### config.mk
export PLATFORM = sky130hd
export DESIGN_NAME = sbc_host
export DESIGN_NICKNAME = d
export VERILOG_FILES = /design/src/logic/sbc_pkg.sv /design/src/logic/sbc_host.sv
export SDC_FILE = /design/constraint.sdc
export NUM_CORES = 1
export LEC_CHECK = 0
export BUFFER_PORTS_ARGS = -buffer_cell sky130_fd_sc_hd__buf_2
export CORE_ASPECT_RATIO = 1.75
export CORE_UTILIZATION = 52
export CTS_BUF_LIST = sky130_fd_sc_hd__clkbuf_8
export DETAILED_ROUTE_END_ITERATION = 10
export PLACE_DENSITY = 0.78
export SKIP_LAST_GASP = 1
export SYNTH_ARGS = -nofsm -noshare
export SYNTH_HDL_FRONTEND = slang
export SYNTH_SLANG_ARGS = --single-unit
### constraint.sdc
create_clock -name clk_sys -period 2.5 [get_ports clk_sys]
set_input_delay 0 -clock clk_sys [delete_from_list [all_inputs] [get_ports clk_sys]]
set_output_delay 0 -clock clk_sys [all_outputs]
set_load 0.005 [all_outputs]
### src/logic/sbc_pkg.sv
// Package: timing constants and command codes for the SRAM bulk-clear host
package sbc_pkg;
	localparam int CLK_PERIOD_NS = 40;
	// Figures for the slowest speed grade, safe for all grades
	localparam int T_ADDR_SETUP_NS  = 5;
	localparam int T_WRITE_PULSE_NS = 20;
	localparam int T_DATA_SETUP_NS  = 20;
	localparam int T_HOLD_NS        = 5;
	localparam int T_CLR_PULSE_NS   = 30;
	localparam int T_CLR_HOLD_NS    = 40;
	localparam int T_READ_ACCESS_NS = 35;
	localparam int T_CLR_DONE_NS    = 70;
	// Least times round up, never below one cycle
	function automatic int cyc(input int ns);
		int c;
		c = (ns + CLK_PERIOD_NS - 1) / CLK_PERIOD_NS;
		return (c < 1) ? 1 : c;
	endfunction
	localparam int N_ADDR_SETUP  = cyc(T_ADDR_SETUP_NS);
	localparam int N_WRITE_PULSE = cyc(T_WRITE_PULSE_NS);
	localparam int N_HOLD        = cyc(T_HOLD_NS);
	localparam int N_CLR_PULSE   = cyc(T_CLR_PULSE_NS);
	localparam int N_CLR_HOLD    = cyc(T_CLR_HOLD_NS);
	localparam int N_READ_ACCESS = cyc(T_READ_ACCESS_NS);
	localparam int N_CLR_DONE    = cyc(T_CLR_DONE_NS);
	localparam int CNT_W         = 4;
	localparam logic [1:0] CMD_READ  = 2'h0;
	localparam logic [1:0] CMD_WRITE = 2'h1;
	localparam logic [1:0] CMD_CLEAR = 2'h2;
	typedef enum {
		ST_IDLE, ST_RD_ACC, ST_WR_SET, ST_WR_PULSE, ST_WR_HOLD,
		ST_CL_SET, ST_CL_PULSE, ST_CL_HOLD
	} sbc_state_type;
endpackage

### src/logic/sbc_host.sv
// Host controller driving a 1024x4 separate-I/O SRAM with bulk clear
//
// Function
// RULE_01 - Write only while select and strobe low
// RULE_02 - Write ends when either strobe rises
// RULE_03 - Data stable before write-ending edge
// RULE_04 - Data held after write-ending edge
// RULE_05 - Address stable before write strobe overlap
// RULE_06 - Address held after write ends
// RULE_07 - Joint strobe rise keeps outputs floating
// RULE_08 - Clear is clear-low overlapping select-low, minimum
// RULE_09 - Address, strobe high, select low before clear
// RULE_10 - Strobe high for hold after clear
// RULE_11 - Address stable for hold after clear
// RULE_12 - Select low at clear end, zero hold
// RULE_13 - Outputs float while clear is low
// RULE_14 - Read data valid after address access
// RULE_15 - Old data held briefly after address change
// RULE_16 - Read data valid after select falls
// RULE_17 - Read data valid after output enable falls
// RULE_18 - Clear zeroes whole array within two cycles
// RULE_19 - Read needs select low, strobe high, enable low
// RULE_20 - Outputs float when deselected, clearing, disabled, writing
// RULE_21 - Written data appears on outputs afterwards
`timescale 1ns/100ps
module sbc_host #(
	parameter int ADDR_W = 10,
	parameter int DATA_W = 4
) (
	input  wire logic              clk_sys,
	input  wire logic              rst_b,
	input  wire logic              req_valid,
	output logic                   req_ready,
	input  wire logic [1:0]        req_cmd,
	input  wire logic [ADDR_W-1:0] req_addr,
	input  wire logic [DATA_W-1:0] req_wdata,
	output logic                   rsp_valid,
	output logic [DATA_W-1:0]      rsp_rdata,
	output logic [ADDR_W-1:0]      mem_addr,
	output logic                   device_select_n,
	output logic                   write_strobe_n,
	output logic                   output_drive_enable_n,
	output logic                   clear_all_n,
	output logic [DATA_W-1:0]      write_data_in,
	input  wire logic [DATA_W-1:0] read_data_out
);
	// ---------------------------------------------------------------
	// Sequencer
	// ---------------------------------------------------------------
	sbc_pkg::sbc_state_type          state_r, state_nxt;
	logic [sbc_pkg::CNT_W-1:0]       cnt_r, cnt_nxt;
	logic [ADDR_W-1:0]               addr_r, addr_nxt;
	logic [DATA_W-1:0]               wdat_r, wdat_nxt;
	logic [DATA_W-1:0]               rdat_r, rdat_nxt;
	logic                            cs_r, cs_nxt;
	logic                            we_r, we_nxt;
	logic                            oe_r, oe_nxt;
	logic                            clr_r, clr_nxt;
	logic                            rv_r, rv_nxt;

	localparam logic [sbc_pkg::CNT_W-1:0] C_ONE = 4'h1;

	function automatic logic [sbc_pkg::CNT_W-1:0] cn(input int n);
		return sbc_pkg::CNT_W'(n);
	endfunction

	assign req_ready = (state_r == sbc_pkg::ST_IDLE);

	always_comb begin
		state_nxt = state_r;
		cnt_nxt   = cnt_r;
		addr_nxt  = addr_r;
		wdat_nxt  = wdat_r;
		rdat_nxt  = rdat_r;
		cs_nxt    = cs_r;
		we_nxt    = we_r;
		oe_nxt    = oe_r;
		clr_nxt   = clr_r;
		rv_nxt    = 1'b0;
		case (state_r)
			sbc_pkg::ST_IDLE: begin
				// Address and data change only here, strobes all idle
				cs_nxt  = 1'b1;
				oe_nxt  = 1'b1;
				we_nxt  = 1'b1;
				clr_nxt = 1'b1;
				if (req_valid) begin
					addr_nxt = req_addr;
					wdat_nxt = req_wdata;
					cs_nxt   = 1'b0;
					case (req_cmd)
						sbc_pkg::CMD_WRITE: begin
							// Select first, strobe a setup later [RULE_05]
							state_nxt = sbc_pkg::ST_WR_SET;
							cnt_nxt   = cn(sbc_pkg::N_ADDR_SETUP);
						end
						sbc_pkg::CMD_CLEAR: begin
							// Strobe high, select low before clear [RULE_09]
							state_nxt = sbc_pkg::ST_CL_SET;
							cnt_nxt   = C_ONE;
						end
						default: begin
							// Read: select and enable with strobe high [RULE_19]
							oe_nxt    = 1'b0;
							state_nxt = sbc_pkg::ST_RD_ACC;
							cnt_nxt   = cn(sbc_pkg::N_READ_ACCESS);
						end
					endcase
				end
			end
			sbc_pkg::ST_RD_ACC: begin
				// Wait out the longest of the access times [RULE_14] [RULE_16] [RULE_17]
				if (cnt_r == C_ONE) begin
					rdat_nxt  = read_data_out;
					rv_nxt    = 1'b1;
					cs_nxt    = 1'b1;
					oe_nxt    = 1'b1;
					state_nxt = sbc_pkg::ST_IDLE;
				end else begin
					cnt_nxt = cnt_r - C_ONE;
				end
			end
			sbc_pkg::ST_WR_SET: begin
				if (cnt_r == C_ONE) begin
					// Overlap of select and strobe is the write [RULE_01]
					we_nxt    = 1'b0;
					state_nxt = sbc_pkg::ST_WR_PULSE;
					cnt_nxt   = cn(sbc_pkg::N_WRITE_PULSE);
				end else begin
					cnt_nxt = cnt_r - C_ONE;
				end
			end
			sbc_pkg::ST_WR_PULSE: begin
				// Data has stood since select fell, well over setup [RULE_03]
				if (cnt_r == C_ONE) begin
					// Strobe alone ends the write, select stays low [RULE_02]
					we_nxt    = 1'b1;
					state_nxt = sbc_pkg::ST_WR_HOLD;
					cnt_nxt   = cn(sbc_pkg::N_HOLD);
				end else begin
					cnt_nxt = cnt_r - C_ONE;
				end
			end
			sbc_pkg::ST_WR_HOLD: begin
				// Address and data held past write end [RULE_04] [RULE_06]
				if (cnt_r == C_ONE) begin
					cs_nxt    = 1'b1;
					state_nxt = sbc_pkg::ST_IDLE;
				end else begin
					cnt_nxt = cnt_r - C_ONE;
				end
			end
			sbc_pkg::ST_CL_SET: begin
				// Clear pulse overlapping select [RULE_08]
				clr_nxt   = 1'b0;
				state_nxt = sbc_pkg::ST_CL_PULSE;
				cnt_nxt   = cn(sbc_pkg::N_CLR_PULSE);
			end
			sbc_pkg::ST_CL_PULSE: begin
				if (cnt_r == C_ONE) begin
					clr_nxt   = 1'b1;
					state_nxt = sbc_pkg::ST_CL_HOLD;
					// Cover both hold and full clear cycle [RULE_18]
					cnt_nxt   = cn(sbc_pkg::N_CLR_HOLD > sbc_pkg::N_CLR_DONE ?
						sbc_pkg::N_CLR_HOLD : sbc_pkg::N_CLR_DONE);
				end else begin
					cnt_nxt = cnt_r - C_ONE;
				end
			end
			sbc_pkg::ST_CL_HOLD: begin
				// Strobe high, address and select held [RULE_10] [RULE_11] [RULE_12]
				if (cnt_r == C_ONE) begin
					cs_nxt    = 1'b1;
					state_nxt = sbc_pkg::ST_IDLE;
				end else begin
					cnt_nxt = cnt_r - C_ONE;
				end
			end
			default: begin
				state_nxt = sbc_pkg::ST_IDLE;
			end
		endcase
	end

	always_ff @(posedge clk_sys) begin
		if (!rst_b) begin
			state_r <= sbc_pkg::ST_IDLE;
			cnt_r   <= '0;
			addr_r  <= '0;
			wdat_r  <= '0;
			rdat_r  <= '0;
			cs_r    <= 1'b1;
			we_r    <= 1'b1;
			oe_r    <= 1'b1;
			clr_r   <= 1'b1;
			rv_r    <= 1'b0;
		end else begin
			state_r <= state_nxt;
			cnt_r   <= cnt_nxt;
			addr_r  <= addr_nxt;
			wdat_r  <= wdat_nxt;
			rdat_r  <= rdat_nxt;
			cs_r    <= cs_nxt;
			we_r    <= we_nxt;
			oe_r    <= oe_nxt;
			clr_r   <= clr_nxt;
			rv_r    <= rv_nxt;
		end
	end

	// ---------------------------------------------------------------
	// Pins
	// ---------------------------------------------------------------
	// Enable stays high during writes and clears, so device floats [RULE_20]
	assign mem_addr              = addr_r;
	assign device_select_n       = cs_r;
	assign write_strobe_n        = we_r;
	assign output_drive_enable_n = oe_r;
	assign clear_all_n           = clr_r;
	assign write_data_in         = wdat_r;
	assign rsp_valid             = rv_r;
	assign rsp_rdata             = rdat_r;
endmodule

* Word-level counts from Yosys, hierarchy flattened
Cells that the tools add are included.
Word-level totals: input port bits 23, memories 0, latch bits 0, word-level logic and storage cells 69, bits in writable memories 0, bits in read-only memories 0, register bits 59, output and inout bits 24
Cells by class: multiplexer cells 22, div/mod/pow operators 0, reduce and logical (&&, ||, !) cells 19, multiply operators 0, magnitude comparators 0, bitwise operators 0, $add $sub $neg 1, shift operators 0, eq/ne operators 17
Operators by type and width (number):
- $pmux 32 s6 | 1
- $mux 32 | 5
- $eq 32x3->1 const B | 4
- $eq 32x2->1 const B | 2
- $logic_not 32->1 | 2
- $eq 32x1->1 const B | 1
- $pmux 4 s5 | 1
- $mux 4 | 4
- $ne 2x2->1 const B | 6
- $reduce_and 2->1 | 6
- $mux 1 | 6
- $pmux 1 s3 | 2
- $pmux 3 s2 | 1
- $reduce_and 3->1 | 2
- $reduce_bool 3->1 | 2
- $reduce_and 5->1 | 1
- $reduce_bool 5->1 | 1
- $eq 4x1->1 const B | 1
- $pmux 1 s2 | 2
- $reduce_bool 2->1 | 2
- $reduce_or 2->1 | 2
- $sub 4x1->4 const B | 1
- $reduce_or 3->1 | 1
- $eq 2x1->1 const B | 1
- 2 further kinds | 2

* Longest topological paths before layout
word-level depth 5, mapped depth 8, depth with buffers taken out 6

* Worst setup path before layout
No wires, ideal clock.
kind reg-to-reg, start point reg cnt_r[0] (netlist bit), end point reg cnt_r[1] (netlist bit), data arrival time 1.651 ns, clock period less this slack 1.769 ns, library setup time 0.118 ns, setup slack 0.731 ns, cell stages (with the launch flop) 8, path through dfxtp_1 > ha_1 > or3b_1 > buf_6 > nor3_4 > buf_6 > nor3_2 > o2111a_1
Between the ends: longest elaborated chain between the ends 3, elaborated cells between the ends (all ways) 8
RTL lines:
- from (decl) | RTL line sbc_host.sv:51 | logic [sbc_pkg::CNT_W-1:0] cnt_r, cnt_nxt;
- from (signal assigned) | RTL line sbc_host.sv:199 | cnt_r <= cnt_nxt;
- $sub 4x1->4 or $eq 4x1->1 (tied branches)
- $mux 4, or another cell as far along | RTL line sbc_host.sv:113, sbc_host.sv:146, sbc_host.sv:172
- $pmux 4 s5 or $reduce_and 3->1 (tied branches)
Several ways; a longest one is shown, not always the timed one. The select of a mux whose other input is x is not followed. A chain may end at the register's enable or synchronous reset.

* Worst setup path after layout
Same ends and word-level chain as after synthesis.

==> metrics.txt <==
gr busiest metal met2; Combinational Power Share 0.327; total power 1700 uW; crit start category flop; Final Slew Violations 0; Layout Nets 262; Post-Syn Area per Cell 8.635 sq um; fmax 474.8 MHz; leak pwr 0.0008660 uW; Tcrit/Tclk final 0.8424; Hold Violations, Final 0; DR vias/cell 5.678; met2 Use GR 0.5128; FF-to-FF path depth 5; Critical Path RT 2680 ps; largest net degree at the start of global routing 30; Final Core Density 0.7356; Rel. slew slack 0.5172; DRC 0; Post-Syn Instances 173; final setup fails 0; Initial Utilization 0.5490; Port Buffer Count 46; Worst Clk Skew 8.932 ps; Post-DP HPWL 2526 microns; share of layout cells above drive strength 1 0.2607; Async S/R FF share, synth 0; share of total power in sequential cells 0.382; most area-consuming cells after synthesis dfxtp_1 (40%), nand2_1 (8.5%), a21boi_0 (6.5%); CTS max path bufs 2; global-route wire length before repair 6624 microns; DIE WIDTH 42.52 microns; Die Footprint 3100 sq um; Cell Rows 25; initial antenna violation count 0; Main synth FF type dfxtp_1; H-tree level count 2; GRT Util Overall 0.2835; Reg clk slew, reported paths 70 ps; Final ANT Viol Nets 0; Post-Syn Nets 201; CP arrival 2280 ps; FILL cells 199; CTS Buf Count 5; Fin Setup TNS 0 ps; clk_lat worst skew 280 ps; P&R area growth vs syn 34.00%; Net Switching 576.5 uW; internal power 1123 uW; GR Util met1 0.2908; number of global-route vias before repair 1505; reg2reg start cnt_r[0]; min Tclk post-route 2106 ps; status complete, no violations; Crit. End Element flop; CTS tree yes; routed vias 1482; unrepaired setup endpoints after global routing false; Post-synth EDFFs 0; Crit Path Max Fanout 11; Sw Share 0.3391; Post-Route WL 4046 microns; diode count 0; share of the synthesized area in the top cell type 0.4020; hold depth 2; Synth area leader dfxtp_1; Root Driver clkbuf_8; routed len/inst 15.50 microns; IO Count 47; Seq/Total Area, Yosys 0.4020; WHS Endpoint device_select_n; total grt overflow 0; Core Box Area 2721 sq um; DR pass1 iterations 4; Seq cells post-synth 30; Min-Delay Startpoint rst_b; DR iter-0 viols 44; reg2reg end cnt_r[1]; R2R setup slack 390 ps; Clock power frac 0.291; Netlist cell types 45; gp weighted congestion 0.8542; post-CTS sizing 0; Least-Margin Pin Slew 717.5 ps; CTS Sinks 30; PwrDens 849.1 nW/um^2; grt met3 use 0.06931; Post-Syn Area 1494 sq um; maximum VDD drop 0.0006257 V; Setup CP Type flop to flop; number of max-cap violations 0; worst min-delay path category primary input to flop; yosys warns 0; chip height 72.91 microns
-- timing repair --
item                                   4_1_cts  5_1_grt
endpoints found under the hold margin       18        0
hold buffers                                18        0
setup buffers                                0        0
-- per-layer routing --
layer	vias up	wire length (microns)
li1	728	-
met1	689	1534
met2	50	2166
met3	15	198
met4	0	146
met5	-	0
-- sequential cells by signal, summed over array words and instances, names as in the netlist --
| register | cells |
|---|---|
| state_r | 3 |
| clear_all_n | 1 |
| cnt_r | 4 |
| rsp_rdata | 4 |
| mem_addr | 10 |
| output_drive_enable_n | 1 |
| write_data_in | 4 |
| write_strobe_n | 1 |
| rsp_valid | 1 |
| device_select_n | 1 |
-- worst max-delay path by stage --
| stage | end | start | slack (ps) | depth (start not counted) |
|---|---|---|---|---|
| after floorplan | cnt_r[1] | cnt_r[0] | 730 | 7 |
| after global routing | cnt_r[1] | cnt_r[0] | 200 | 5 |
| after CTS | cnt_r[1] | cnt_r[0] | 390 | 5 |
| final | cnt_r[1] | cnt_r[0] | 390 | 5 |
| after detailed placement | cnt_r[1] | cnt_r[0] | 390 | 5 |
| after global placement | cnt_r[1] | cnt_r[0] | 490 | 5 |
-- per-stage QoR --
step	worst slack, ps	instances	hold WS (ps)	instance area, sq um
after detailed placement	393.5	236	248.8	1709
after global routing	198.7	261	145.9	2002
after global placement	492.5	236	240.1	1709
final	393.9	261	130.0	2002
after floorplan	731.5	173	134.8	1494
after CTS	389.2	261	120.5	2002
-- area by class of cell --
type                    count  area, sq um  area share
flip-flops and latches     30        600.6      0.3000
clock buffers               6        82.58     0.04125
multi-input cells         124        803.3      0.4012
repair buffers             66        425.4      0.2125
well taps                  27        33.78     0.01688
inverters                   7        26.28     0.01313
clock inverters             1        30.03     0.01500
-- worst max-delay path: stages, from the launching register on --
cell      delay (ps)
dfxtp_1          440
ha_1             200
or3b_1           530
nor3_4           480
nor3_2           100
o2111a_1         250
-- layout by cell type, fill, tap and decap left out, drive strengths merged, types with 2 or more instances in the layout --
master       Yosys  final
and2             3      3
nor2             6      6
o31ai            3      3
a21boi          14     14
mux2i            4      4
nand2           34     34
clkbuf           6      6
ha               5      5
o21ai            4      4
a21oi            5      5
dlygate4sd3      0     18
o211ai           4      4
nand3            4      4
o2111ai          2      2
dfxtp           30     30
nand2b           2      2
nor3             5      5
buf              6     48
inv              7      7
a211oi           4      4
nor2b            4      4
a31oi            2      2
nor3b            3      3
-- power groups by stage --
stage / sequential (uW) / clock, uW / combinational, uW
4_1_cts: 647 / 500 / 546
2_1_floorplan: 623 / 0 / 406
3_3_place_gp: 651 / 0 / 500
3_5_place_dp: 657 / 0 / 522
5_1_grt: 663 / 520 / 624
6_report: 649 / 495 / 556
-- cell usage after synthesis (all sizes together) (3+ instances only) --
library cell	instances
nor3b	3
nor3	5
nand2	34
a21boi	14
inv	7
o211ai	4
nor2	6
o21ai	4
mux2i	4
o31ai	3
ha	5
clkbuf	6
dfxtp	30
buf	6
a21oi	5
nand3	4
and2	3
a211oi	4
nor2b	4
-- cells by family after synthesis --
group | Yosys count | share of synthesized area
DFF | 30 | 0.4020
xor gates and xnor gates | 1 | 0.005864
muxes | 4 | 0.02680
AOI/OAI and AO/OA | 44 | 0.2127
buffers and inverters | 19 | 0.06030
adders and majority gates | 6 | 0.04858
and+or+nand+nor | 69 | 0.2437
No activity file was read; power rests on OpenSTA's default activity.
